File: config.mk
export PLATFORM = sky130hd
export DESIGN_NAME = lsqt_timer
export DESIGN_NICKNAME = d
export VERILOG_FILES = /design/src/inc/lsqt_pkg.sv /design/src/rtl/lsqt_timer.sv
export VERILOG_INCLUDE_DIRS = /design/src /design/src/inc
export SDC_FILE = /design/constraint.sdc
export NUM_CORES = 1
export LEC_CHECK = 0
export BUFFER_PORTS_ARGS = -buffer_cell sky130_fd_sc_hd__buf_2
export CAP_MARGIN = 20
export CORE_UTILIZATION = 53
export DETAILED_ROUTE_END_ITERATION = 12
export GPL_TIMING_DRIVEN = 0
export HOLD_SLACK_MARGIN = 0.05
export PLACE_DENSITY = 0.76
export REMOVE_ABC_BUFFERS = 1
export SLEW_MARGIN = 5
export SYNTH_ARGS = -nofsm -noshare
export SYNTH_HDL_FRONTEND = slang
export SYNTH_SLANG_ARGS = --single-unit
File: constraint.sdc
create_clock -name i_mclk -period 3.26 [get_ports i_mclk]
set_input_delay 0.489 -clock i_mclk [delete_from_list [all_inputs] [get_ports i_mclk]]
set_output_delay 0.489 -clock i_mclk [all_outputs]
set_load 0.01 [all_outputs]
File: src/inc/lsqt_map.svh
`ifndef LSQT_MAP_SVH
`define LSQT_MAP_SVH
// Register byte addresses.
`define LSQT_ADDR_W 28
`define LSQT_OFF_CHAN0_CONTROL 28'hFFFE200
`define LSQT_OFF_CHAN1_CONTROL 28'hFFFE204
`define LSQT_OFF_CHAN2_CONTROL 28'hFFFE208
`define LSQT_OFF_EVENT_FLAGS 28'hFFFE20C
`define LSQT_OFF_IRQ_ENABLES 28'hFFFE210
`define LSQT_OFF_CHAN0_COUNT 28'hFFFE214
`define LSQT_OFF_CHAN1_COUNT 28'hFFFE218
`define LSQT_OFF_CHAN2_COUNT 28'hFFFE21C
`define LSQT_OFF_CHAN2_MATCH 28'hFFFE220
`define LSQT_OFF_RUN_CONTROL 28'hFFFE224
`define LSQT_OFF_PHASE_MONITOR 28'hFFFE280
// Writable bits of each register; every other bit reads as zero.
`define LSQT_MASK_TP_CONTROL 8'h83
`define LSQT_MASK_C2_CONTROL 8'h0B
`define LSQT_MASK_FLAGS 8'h8F
`define LSQT_MASK_RUN 8'h07
// Field positions.
`define LSQT_BIT_SPEED 7
`define LSQT_BIT_CLEAR_ON_MATCH 3
`define LSQT_BIT_C2_MATCH 7
`define LSQT_BIT_C1_UP 3
`define LSQT_BIT_C1_DOWN 2
`define LSQT_BIT_C0_UP 1
`define LSQT_BIT_C0_DOWN 0
`define LSQT_BIT_RUN2 2
`define LSQT_BIT_MON_BASE 4
`define LSQT_DIV_MSB 1
`define LSQT_DIV_LSB 0
// Reset values.
`define LSQT_RST8 8'h00
`define LSQT_RST16 16'h0000
`define LSQT_RST_MATCH 16'h0000
// Divider masks: a tick falls on every (mask + 1)th crystal edge.
`define LSQT_DIV2_MASK 4'h1
`define LSQT_DIV4_MASK 4'h3
`define LSQT_DIV8_MASK 4'h7
`define LSQT_DIV16_MASK 4'hF
// Counter clock periods in ns for divider codes 0 to 3.
`define LSQT_PERIOD0_NS 62500
`define LSQT_PERIOD1_NS 125000
`define LSQT_PERIOD2_NS 250000
`define LSQT_PERIOD3_NS 500000
`endif

File: src/inc/lsqt_pkg.sv
package lsqt_pkg;
  // Sampled levels of one pair of phase inputs.
  typedef struct packed {
    logic b;
    logic a;
  } lsqt_phase_t;
  // Decoded fields of one channel control register.
  typedef struct packed {
    logic two_phase_speed_select;
    logic clear_on_match_enable;
    logic [1:0] count_clock_divider;
  } lsqt_chan_cfg_t;
endpackage

File: src/rtl/lsqt_timer.sv
// Overview of operation
// - Two 8-bit up/down, one 16-bit up counter.
// - Each two-phase channel has pins A and B.
// - Divider code selects crystal divide 2/4/8/16.
// - Tick periods 62.5, 125, 250, 500 us.
// - Control bit 7 selects normal or high-speed.
// - Match of counter and value sets flag bit 7.
// - Clear-on-match bit clears counter on match.
// - Stopping channel 2 clears its counter.
// - Increment condition sets channel up flag.
// - Decrement condition sets channel down flag.
// - Flag clears by writing 0 after reading 1.
// - Five interrupt requests: up, down, match.
// - Counters keep running in standby modes.
// - Only the pin power-on reset initialises registers.
// - Reserved bits always read as zero.
// - Channel 2 spans up to 32 seconds.
// - Request issued only when enabled and flagged.
// - Three run bits start or halt each channel.
`include "lsqt_map.svh"
`timescale 1ns/1ns
`default_nettype none

module lsqt_timer
  import lsqt_pkg::*;
(
  input wire logic i_mclk,
  input wire logic i_sys_rst,
  input wire logic i_slow_crystal_in,
  input wire logic i_chan0_phase_a_in,
  input wire logic i_chan0_phase_b_in,
  input wire logic i_chan1_phase_a_in,
  input wire logic i_chan1_phase_b_in,
  input wire logic [`LSQT_ADDR_W-1:0] i_addr,
  input wire logic [15:0] i_wdata,
  input wire logic i_wr,
  input wire logic i_rd,
  output logic [15:0] o_rdata,
  output logic [4:0] o_irq_req
);

  // Step of a phase pair along the forward sequence 00, A, AB, B.
  function automatic logic [1:0] lsqt_pos(input lsqt_phase_t p);
    unique case ({p.a, p.b})
      2'b00: lsqt_pos = 2'h0;
      2'b10: lsqt_pos = 2'h1;
      2'b11: lsqt_pos = 2'h2;
      2'b01: lsqt_pos = 2'h3;
    endcase
  endfunction

  // Mask of prescaler bits that must be all ones for a tick.
  function automatic logic [3:0] lsqt_div_mask(input logic [1:0] cks);
    unique case (cks)
      2'b00: lsqt_div_mask = `LSQT_DIV2_MASK;
      2'b01: lsqt_div_mask = `LSQT_DIV4_MASK;
      2'b10: lsqt_div_mask = `LSQT_DIV8_MASK;
      2'b11: lsqt_div_mask = `LSQT_DIV16_MASK;
    endcase
  endfunction

  logic [2:0] xt_sync_reg;
  logic xt_lvl_reg;
  logic [3:0] pre_reg;
  logic [7:0] ctrl_reg [0:2];
  logic [7:0] flag_reg;
  logic [7:0] flag_next;
  logic [7:0] armed_reg;
  logic [7:0] ien_reg;
  logic [2:0] run_reg;
  logic [15:0] cnt16_reg;
  logic [15:0] match_reg;
  logic [2:0] ph_sync_reg [0:3];
  logic [3:0] ph_lvl_reg;
  logic [15:0] rd_mux;

  // Register decode.
  wire wr_ctrl0 = i_wr && (i_addr == `LSQT_OFF_CHAN0_CONTROL);
  wire wr_ctrl1 = i_wr && (i_addr == `LSQT_OFF_CHAN1_CONTROL);
  wire wr_ctrl2 = i_wr && (i_addr == `LSQT_OFF_CHAN2_CONTROL);
  wire wr_flags = i_wr && (i_addr == `LSQT_OFF_EVENT_FLAGS);
  wire rd_flags = i_rd && (i_addr == `LSQT_OFF_EVENT_FLAGS);
  wire wr_ien = i_wr && (i_addr == `LSQT_OFF_IRQ_ENABLES);
  wire wr_cnt0 = i_wr && (i_addr == `LSQT_OFF_CHAN0_COUNT);
  wire wr_cnt1 = i_wr && (i_addr == `LSQT_OFF_CHAN1_COUNT);
  wire wr_cnt16 = i_wr && (i_addr == `LSQT_OFF_CHAN2_COUNT);
  wire wr_match = i_wr && (i_addr == `LSQT_OFF_CHAN2_MATCH);
  wire wr_run = i_wr && (i_addr == `LSQT_OFF_RUN_CONTROL);
  wire [1:0] wr_cnt8 = {wr_cnt1, wr_cnt0};

  // Crystal pin: three flops, a level counts once flops two and three agree.
  wire xt_agree = (xt_sync_reg[1] == xt_sync_reg[2]);
  wire xt_rise = xt_agree && xt_sync_reg[2] && !xt_lvl_reg;

  always_ff @(posedge i_mclk) begin
    if (i_sys_rst) begin
      xt_sync_reg <= 3'h0;
      xt_lvl_reg <= 1'b0;
    end else begin
      xt_sync_reg <= {xt_sync_reg[1:0], i_slow_crystal_in};
      if (xt_agree) begin
        xt_lvl_reg <= xt_sync_reg[2];
      end
    end
  end

  // Prescaler on crystal edges; it runs with no standby gating at all.
  always_ff @(posedge i_mclk) begin
    if (i_sys_rst) begin
      pre_reg <= 4'h0;
    end else if (xt_rise) begin
      pre_reg <= pre_reg + 4'h1;
    end
  end

  // Per-channel configuration and counter tick.
  lsqt_chan_cfg_t cfg [0:2];
  wire [2:0] tick;

  for (genvar c = 0; c < 3; c++) begin : g_tick
    wire [3:0] m = lsqt_div_mask(cfg[c].count_clock_divider);
    assign cfg[c] = '{ctrl_reg[c][`LSQT_BIT_SPEED], ctrl_reg[c][`LSQT_BIT_CLEAR_ON_MATCH],
                      ctrl_reg[c][`LSQT_DIV_MSB:`LSQT_DIV_LSB]};
    assign tick[c] = xt_rise && ((pre_reg & m) == m);
  end

  // Phase pins, three flops each, pins ordered {b1, a1, b0, a0}.
  wire [3:0] ph_pin = {i_chan1_phase_b_in, i_chan1_phase_a_in,
                       i_chan0_phase_b_in, i_chan0_phase_a_in};

  for (genvar p = 0; p < 4; p++) begin : g_phsync
    always_ff @(posedge i_mclk) begin
      if (i_sys_rst) begin
        ph_sync_reg[p] <= 3'h0;
        ph_lvl_reg[p] <= 1'b0;
      end else begin
        ph_sync_reg[p] <= {ph_sync_reg[p][1:0], ph_pin[p]};
        if (ph_sync_reg[p][1] == ph_sync_reg[p][2]) begin
          ph_lvl_reg[p] <= ph_sync_reg[p][2];
        end
      end
    end
  end

  // Two-phase channels 0 and 1.
  wire [7:0] cnt8 [0:1];
  wire [1:0] ev_up;
  wire [1:0] ev_down;
  wire [1:0] mon_up;
  wire [1:0] mon_down;

  for (genvar t = 0; t < 2; t++) begin : g_tp
    lsqt_phase_t old_reg;
    logic [7:0] cnt_reg;
    wire lsqt_phase_t cur = '{ph_lvl_reg[2*t+1], ph_lvl_reg[2*t]};
    wire [1:0] step = lsqt_pos(cur) - lsqt_pos(old_reg);
    wire hs = cfg[t].two_phase_speed_select;
    // Normal mode counts once a cycle, on A edges with B low.
    wire n_up = (old_reg == 2'b00) && (cur == 2'b01);
    wire n_down = (old_reg == 2'b01) && (cur == 2'b00);
    // High-speed mode counts every forward or backward step.
    wire up = hs ? (step == 2'h1) : n_up;
    wire down = hs ? (step == 2'h3) : n_down;
    assign ev_up[t] = tick[t] && run_reg[t] && up;
    assign ev_down[t] = tick[t] && run_reg[t] && down;
    assign cnt8[t] = cnt_reg;
    assign mon_up[t] = !hs && run_reg[t] && (old_reg == 2'b00);
    assign mon_down[t] = !hs && run_reg[t] && (old_reg == 2'b01);

    // Inputs are taken only on the channel's own tick.
    always_ff @(posedge i_mclk) begin
      if (i_sys_rst) begin
        old_reg <= 2'b00;
      end else if (tick[t]) begin
        old_reg <= cur;
      end
    end

    // The 8-bit counter; a software write wins over a count.
    always_ff @(posedge i_mclk) begin
      if (i_sys_rst) begin
        cnt_reg <= `LSQT_RST8;
      end else if (wr_cnt8[t]) begin
        cnt_reg <= i_wdata[7:0];
      end else if (ev_up[t]) begin
        cnt_reg <= cnt_reg + 8'h01;
      end else if (ev_down[t]) begin
        cnt_reg <= cnt_reg - 8'h01;
      end
    end
  end

  // Channel 2: compare, clear on match, clear on stop.
  wire c2_hit = tick[2] && run_reg[2] && (cnt16_reg == match_reg);
  wire run2_fall = wr_run && !i_wdata[`LSQT_BIT_RUN2] && run_reg[2];

  // The 16-bit up counter; full range at the slowest tick spans about 32 s.
  always_ff @(posedge i_mclk) begin
    if (i_sys_rst) begin
      cnt16_reg <= `LSQT_RST16;
    end else if (wr_cnt16) begin
      cnt16_reg <= i_wdata;
    end else if (run2_fall) begin
      cnt16_reg <= `LSQT_RST16;
    end else if (c2_hit && cfg[2].clear_on_match_enable) begin
      cnt16_reg <= `LSQT_RST16;
    end else if (tick[2] && run_reg[2]) begin
      cnt16_reg <= cnt16_reg + 16'h0001;
    end
  end

  // Hardware events in flag-bit positions.
  wire [7:0] ev = {c2_hit, 3'b000, ev_up[1], ev_down[1], ev_up[0], ev_down[0]};
  // A flag clears only for bits written 0 that were first read as 1.
  wire [7:0] clr = wr_flags ? (armed_reg & ~i_wdata[7:0]) : 8'h00;

  // Set wins over clear.
  always_comb begin
    flag_next = ((flag_reg & ~clr) | ev) & `LSQT_MASK_FLAGS;
  end

  // Flags and the read-as-one record.
  always_ff @(posedge i_mclk) begin
    if (i_sys_rst) begin
      flag_reg <= `LSQT_RST8;
      armed_reg <= `LSQT_RST8;
    end else begin
      flag_reg <= flag_next;
      if (wr_flags) begin
        armed_reg <= 8'h00;
      end else if (rd_flags) begin
        armed_reg <= armed_reg | flag_reg;
      end
    end
  end

  // Software-owned control registers, only the pin reset touches them.
  always_ff @(posedge i_mclk) begin
    if (i_sys_rst) begin
      ctrl_reg[0] <= `LSQT_RST8;
      ctrl_reg[1] <= `LSQT_RST8;
      ctrl_reg[2] <= `LSQT_RST8;
      ien_reg <= `LSQT_RST8;
      run_reg <= 3'h0;
      match_reg <= `LSQT_RST_MATCH;
    end else begin
      if (wr_ctrl0) begin
        ctrl_reg[0] <= i_wdata[7:0] & `LSQT_MASK_TP_CONTROL;
      end
      if (wr_ctrl1) begin
        ctrl_reg[1] <= i_wdata[7:0] & `LSQT_MASK_TP_CONTROL;
      end
      if (wr_ctrl2) begin
        ctrl_reg[2] <= i_wdata[7:0] & `LSQT_MASK_C2_CONTROL;
      end
      if (wr_ien) begin
        ien_reg <= i_wdata[7:0] & `LSQT_MASK_FLAGS;
      end
      if (wr_run) begin
        run_reg <= i_wdata[2:0];
      end
      if (wr_match) begin
        match_reg <= i_wdata;
      end
    end
  end

  // Read multiplexer; unmapped addresses read zero.
  wire [7:0] mon = {mon_up[1], mon_down[1], mon_up[0], mon_down[0], 4'h0};
  always_comb begin
    unique case (i_addr)
      `LSQT_OFF_CHAN0_CONTROL: rd_mux = {8'h00, ctrl_reg[0]};
      `LSQT_OFF_CHAN1_CONTROL: rd_mux = {8'h00, ctrl_reg[1]};
      `LSQT_OFF_CHAN2_CONTROL: rd_mux = {8'h00, ctrl_reg[2]};
      `LSQT_OFF_EVENT_FLAGS: rd_mux = {8'h00, flag_reg};
      `LSQT_OFF_IRQ_ENABLES: rd_mux = {8'h00, ien_reg};
      `LSQT_OFF_CHAN0_COUNT: rd_mux = {8'h00, cnt8[0]};
      `LSQT_OFF_CHAN1_COUNT: rd_mux = {8'h00, cnt8[1]};
      `LSQT_OFF_CHAN2_COUNT: rd_mux = cnt16_reg;
      `LSQT_OFF_CHAN2_MATCH: rd_mux = match_reg;
      `LSQT_OFF_RUN_CONTROL: rd_mux = {13'h0, run_reg};
      `LSQT_OFF_PHASE_MONITOR: rd_mux = {8'h00, mon};
      default: rd_mux = 16'h0000;
    endcase
  end

  // Read data stands only in the cycle after the strobe.
  always_ff @(posedge i_mclk) begin
    if (i_sys_rst) begin
      o_rdata <= 16'h0000;
    end else begin
      o_rdata <= i_rd ? rd_mux : 16'h0000;
    end
  end

  // Interrupt requests, each a flag gated by its enable.
  wire [7:0] gated = flag_reg & ien_reg;
  always_ff @(posedge i_mclk) begin
    if (i_sys_rst) begin
      o_irq_req <= 5'h00;
    end else begin
      o_irq_req <= {gated[`LSQT_BIT_C2_MATCH], gated[`LSQT_BIT_C1_UP],
                    gated[`LSQT_BIT_C1_DOWN], gated[`LSQT_BIT_C0_UP],
                    gated[`LSQT_BIT_C0_DOWN]};
    end
  end

  // Helper: crystal edges seen since the last channel 2 tick.
  logic [3:0] e2_cnt_reg;
  logic e2_ok_reg;
  always_ff @(posedge i_mclk) begin
    if (i_sys_rst || wr_ctrl2) begin
      e2_cnt_reg <= 4'h0;
      e2_ok_reg <= 1'b0;
    end else if (xt_rise) begin
      e2_cnt_reg <= tick[2] ? 4'h0 : e2_cnt_reg + 4'h1;
      e2_ok_reg <= e2_ok_reg | tick[2];
    end
  end
endmodule // lsqt_timer

`default_nettype wire

# --- Word-level counts from Yosys, hierarchy flattened ---
# Memories as Yosys holds them, arrays and structs flattened.
# Index checks and enable logic that the tools add are counted.
word_totals:
  ff_bits: 109
  in_bits: 53
  memories: 2
  mem_bits_rw: 24
  output_inout_bits: 21
memory_table:
  columns: ["name", "depth", "width", "read_ports", "rd_ports_with_merged_regs", "wr", "line", "text"]
  rows:
  - ["ctrl_reg", 3, 4, 3, 0, 3, "lsqt_timer.sv:65", "logic [7:0] ctrl_reg [0:2];"]
  - ["ph_sync_reg", 4, 3, 4, 0, 4, "lsqt_timer.sv:73", "logic [2:0] ph_sync_reg [0:3];"]
op_classes:
  bitwise: 18
  mux: 42
  n_eq_ne: 49
  n_reduce_logical: 57
  add_sub_neg: 8
op_table:
  columns: ["cell", "count"]
  rows:
  - ["equality test 28 bit, second input constant", 11]
  - ["case mux 16 bit (11 select lines)", 1]
  - ["two-way mux 16 bit", 4]
  - ["two-way mux 8 bit", 7]
  - ["case mux 4 bit (4 select lines)", 3]
  - ["logical AND 1 bit", 37]
  - ["equality test 2 bit, second input constant", 16]
  - ["case mux 2 bit (4 select lines)", 4]
  - ["equality test 2 x 1 -> 1 bit, second input constant", 13]
  - ["bitwise AND 8 bit", 3]
  - ["logical NOT 2 bit", 11]
  - ["adder 16 x 1 -> 16 bit, second input constant", 1]
  - ["adder 8 x 1 -> 8 bit, second input constant", 2]
  - ["equality test 16 bit", 1]
  - ["two-way mux 1 bit", 16]
  - ["inverter 8 bit", 2]
  - ["bitwise OR 8 bit", 2]
  - ["subtractor 8 x 1 -> 8 bit, second input constant", 2]
  - ["bitwise AND 4 bit", 3]
  - ["equality test 4 bit", 3]
  - ["two-way mux 3 bit", 4]
  - ["two-way mux 4 bit", 3]
  - ["bitwise OR 1 bit", 7]
  - ["nonzero test 3 bit", 2]
  - ["7 further kinds", 16]

# --- Logic depth before layout (Yosys ltp) ---
# An unclocked memory read counts as a cell.
logic_depth:
  ltp_word: 12
  mapped_depth: 15
  mapped_depth_nobuf: 15

# --- Worst setup path after synthesis ---
# No wires, ideal clock.
synth_timing:
  path_kind: "register to register"
  from: "reg ph_lvl_reg[0] (netlist: g_tp[0].cur[0]) (read register of ph_sync_reg)"
  to: "reg g_tp[0].cnt_reg[7]"
  path_buffers: 0
  period_less_slack_ns: 3.536
  arrival_time_ns: 3.466
  path_stages_with_launch: 16
  required_time_ns: 3.190
  setup_slack_ns: -0.276
  setup_time_ns: 0.070
  cell_sequence: "dfxtp_1 -> inv_1 -> ha_1 -> inv_1 -> ha_1 -> xnor3_1 -> a31oi_1 -> nand2b_1 -> ha_1 -> a21oi_1 -> o211ai_1 -> o41ai_1 -> and3_1 -> nor3_1 -> or3b_2 -> a21oi_1"
synth_between:
  elab_chain_len: 8
synth_rtl:
  columns: ["item", "line", "text"]
  rows:
  - ["start: declaration", "lsqt_timer.sv:74", "logic [3:0] ph_lvl_reg;"]
  - ["equality test 2 x 1 -> 1 bit (tied with other cells)", "lsqt_timer.sv:44", "unique case ({p.a, p.b})"]
  - ["case mux 2 bit (4 select lines)", "lsqt_timer.sv:44", null]
  - ["subtractor 2 bit", "lsqt_timer.sv:156", "wire [1:0] step = lsqt_pos(cur) - lsqt_pos(old_reg);"]
  - ["equality test 2 x 1 -> 1 bit", "lsqt_timer.sv:162", "wire up = hs ? (step == 2'h1) : n_up;"]
  - ["two-way mux 1 bit", "lsqt_timer.sv:162", null]
  - ["logical AND 1 bit", "lsqt_timer.sv:164", "assign ev_up[t] = tick[t] && run_reg[t] && up;"]
  - ["two-way mux 8 bit", "lsqt_timer.sv:185", "end else if (ev_up[t]) begin"]
  - ["two-way mux 8 bit", "lsqt_timer.sv:183", "end else if (wr_cnt8[t]) begin"]
  - ["end signal: assignment", "lsqt_timer.sv:182", "cnt_reg <= `LSQT_RST8;"]
  - ["end signal: assignment", "lsqt_timer.sv:184", "cnt_reg <= i_wdata[7:0];"]
  - ["end signal: assignment", "lsqt_timer.sv:186", "cnt_reg <= cnt_reg + 8'h01;"]
  - ["end: declaration", "lsqt_timer.sv:154", "logic [7:0] cnt_reg;"]
# Several ways; a longest one is shown, not always the timed one.
# A chain may end at the register's enable or synchronous reset.

# --- Worst setup path after layout ---
layout_timing:
  from: "reg g_tp[0].old_reg[0] (netlist name)"
  to: "reg g_tp[0].cnt_reg[7]"
layout_between:
  elab_chain_len: 8
layout_rtl:
  columns: ["item", "line", "text"]
  rows:
  - ["start: declaration", "lsqt_timer.sv:153", "lsqt_phase_t old_reg;"]
  - ["start signal: assignment", "lsqt_timer.sv:175", "old_reg <= cur;"]
  - ["equality test 2 x 1 -> 1 bit (tied with other cells)", "lsqt_timer.sv:44", null]
  - ["case mux 2 bit (4 select lines)", "lsqt_timer.sv:44", null]
  - ["subtractor 2 bit", "lsqt_timer.sv:156", null]
  - ["equality test 2 x 1 -> 1 bit", "lsqt_timer.sv:162", null]
  - ["two-way mux 1 bit", "lsqt_timer.sv:162", null]
  - ["logical AND 1 bit", "lsqt_timer.sv:164", null]
  - ["two-way mux 8 bit", "lsqt_timer.sv:185", null]
  - ["two-way mux 8 bit", "lsqt_timer.sv:183", null]
# Several ways; a longest one is shown, not always the timed one.

==> flow_summary.yaml <==
run_status:
  status: "finished with violations"
  violations: "negative setup slack"
power_and_ir_drop:
  power_density_mw_per_mm2: 436
  swShare_pct: 23.1
  p_sw_mw: 0.813
  p_comb_share_pct: 3.4
  ir_worst_vdd_v: 0.000428
  p_seq_share_pct: 44.2
  p_int_mw: 2.70
  p_leak_nw: 3.13
  clkPwrFrac_pct: 52.4
  p_total_mw: 3.52
cts:
  clk_pin_slew_ns: 0.06
  clockBufferDepth: 2
  clkSinkCount: 124
  cts_buffers: 17
  cts_max_level: 4
  cts_tree: "done"
  clk_latency_ns: 0.42
  root_buffer: "clkbuf_16"
  hold_buffers: 0
synthesis:
  syn_inst: 777
  synth-edff-count: 9
  async_reset_ff_share_pct: 0
  synth-warning-count: 0
  synth_seq_area_share_pct: 38.7
  syn_area_per_cell_um2: 8.56
  synth_cell_type_count: 65
  synth_ff_type: "dfxtp_1"
  synth_seq_cells: 124
  syn-cell-area_mm2: 0.00665
worst_setup_path:
  cpPeakStageDelay_ns: 0.47
  reg2reg_from: "g_tp[0].old_reg[0]"
  cp.required_ns: 3.61
  path_buf_inv: 2
  path_depth: 15
  reg2reg_depth: 15
  critPathMaxFanout: 7
  r2r_slack_ns: -0.25
  cp-end-kind: "flop"
  start_kind: "flop"
  arrival_ns: 3.86
  crit_chain: "inv_2, ha_2, o21bai_1, xnor3_1, a31oi_2, nand2b_4, ha_4, a21oi_4, o211ai_1, o41ai_2, buf_4, and3_4, nor3_1, or3b_4, a21oi_2"
  startpoint: "g_tp[0].old_reg[0]"
  critical_path_class: "flop to flop"
  crit_end: "g_tp[0].cnt_reg[7]"
  reg2reg_to: "g_tp[0].cnt_reg[7]"
  cp_top_family: "compound AO/OA/AOI/OAI gates"
  slowest_stage: "xnor3_1"
detailed_routing:
  ant_nets: 0
  drt_iter0_drc: 706
  post-route-drc-count: 0
  via_per_inst: 6.03
  first_pass_iters: 7
  routed_wirelength_um: 19100
  vias: 6223
  wl_per_cell_um: 18.5
placement:
  portBuffers: 73
  place_hpwl_um: 12600
  postPlaceCellArea_mm2: 0.00711
  routabilityCongestion: 0.863
timing:
  maxSlewHeadroom_pct: 41.8
  grt_setup_unrepaired: "yes"
  hold_viol: 0
  period_needed_ns: 3.51
  tightest_slew_ns: 0.872
  fin_worst_skew_ns: 0.00814
  fin_ws_ns: -0.252
  finalSetupViolations: 2
  drv_slew: 0
  post-route-period-util_pct: 108
  fmax_ghz: 0.285
die:
  die-area_mm2: 0.0130
  start_util_pct: 54.9
  fp-row-count: 40
  die_height_um: 114
  die_w_um: 114
  core_area_mm2: 0.0121
  boundaryPins: 74
grt:
  antenna_found_initial: 0
  grt_pass1_wl_um: 30100
  grt_use_met2_pct: 49.5
  gr-usage-met1_pct: 37.9
  grt_max_degree: 78
  grt_pass1_vias: 5929
  grt_overflow: 0
  top_usage_layer: "met2"
  grtUsageTotal_pct: 30.2
  grt_use_met3_pct: 7.12
cells_and_area:
  final_common_cell: "dfxtp_1"
  design_area_mm2: 0.00806
  syn2layout_area_growth_pct: 21.2
  n_antenna_cell: 0
  drive_above_1_share_pct: 20.3
  final_cell_mix: "dfxtp_1, nand2_1, nor2_1, buf_2, a21oi_1"
  nNetsFinal: 945
flow_run:
  drv_cap: 0
worst_hold_path:
  worstHoldStart: "i_slow_crystal_in"
  hold_path_class: "input port to flop"
-- power groups by stage --
stage	Clock [mW]	Sequential, mW	Combinational (mW)
floorplan	0	1.59	0.0341
global placement	0	1.59	0.108
detailed placement	0	1.59	0.113
CTS	1.85	1.56	0.115
global route	1.93	1.56	0.127
finish	1.84	1.56	0.118
-- synth_stat cells, types with 3 or more instances --
master | instances | area (µm²)
a211oi_1 | 13 | 97.6
a221oi_1 | 4 | 35.0
a22o_1 | 3 | 26.3
nor3_1 | 16 | 80.1
o21bai_1 | 8 | 60.1
inv_1 | 24 | 90.1
nand2_1 | 91 | 342
a22oi_1 | 20 | 150
clkbuf_1 | 24 | 90.1
o21ai_0 | 34 | 170
nand4_1 | 11 | 68.8
and4_1 | 4 | 35.0
nor2_1 | 77 | 289
edfxtp_1 | 9 | 270
and3_1 | 11 | 68.8
a21o_1 | 6 | 45.0
a32o_1 | 3 | 30.0
mux2i_1 | 19 | 190
and2_1 | 8 | 50.1
a21oi_1 | 67 | 335
nand4b_1 | 3 | 26.3
xor2_1 | 6 | 52.6
nor4_1 | 11 | 68.8
dfxtp_1 | 115 | 2300
nor2b_1 | 18 | 113
a31oi_1 | 9 | 56.3
buf_2 | 8 | 40.0
o211ai_1 | 4 | 30.0
a21boi_0 | 3 | 22.5
nand3_1 | 19 | 95.1
nand2b_1 | 12 | 75.1
xnor2_1 | 25 | 219
nor3b_1 | 7 | 52.6
ha_1 | 39 | 488
a222oi_1 | 5 | 50.1
or3_1 | 3 | 18.8
-- cell families (layout without fill, tap and decap cells) --
logic type      count (synthesis)  after routing  synth area share, %
compound gates                195            195                 18.9
simple gates                  305            306                 23.2
fa+ha+maj                      41             41                 7.94
xor+xnor                       33             33                 4.76
mux                            19             19                 2.86
buf+inv                        60            146                 3.65
flops                         124            124                 38.7
-- how the worst min path moves through the flow --
stage               slack (ns)                 to  cells past startpoint
floorplan                 0.41  ph_sync_reg[0][1]                      1
global placement          0.41  ph_sync_reg[2][1]                      1
detailed placement        0.43     xt_sync_reg[1]                      1
CTS                       0.26     xt_sync_reg[0]                      2
global route              0.29     xt_sync_reg[0]                      2
finish                    0.27     xt_sync_reg[0]                      2
-- per-layer routing --
| metal | up-vias | part of all wire, % | wire (µm) |
|---|---|---|---|
| met4 | 0 | 2.9 | 548 |
| met5 | - | 0 | 0 |
| met1 | 2940 | 40 | 7730 |
| met2 | 303 | 48 | 9230 |
| met3 | 44 | 8.4 | 1610 |
| li1 | 2936 | - | - |
-- metrics by stage --
stage	utilization (%)	hold WS, ns	TNS, ns	std cells	setup slack (ns)
floorplan	-	0.414	-0.276	742	-0.276
global placement	58.4	0.415	-24.90	983	-1.15
detailed placement	58.7	0.426	-8.55	985	-0.930
CTS	65.1	0.263	-0.156	1024	-0.156
global route	66.5	0.293	-0.629	1032	-0.388
finish	66.5	0.271	-0.293	1032	-0.252
-- final cells by class --
cell class / instances / area, µm²
repair buffers: 89 / 488
flip-flops and latches: 124 / 2590
fillers: 988 / 4050
clock buffers: 17 / 425
inverters: 25 / 98.8
well taps: 168 / 210
clock inverters: 15 / 146
multi-input cells: 594 / 4100
-- what timing repair did --
action | CTS | global route
pin swaps | 13 | 17
gates cloned | 1 | 0
endpoints found under the setup margin | 10 | 20
resized for setup | 26 | 28
buffers inserted | 6 | 8
(Power assumes the default switching activity.)
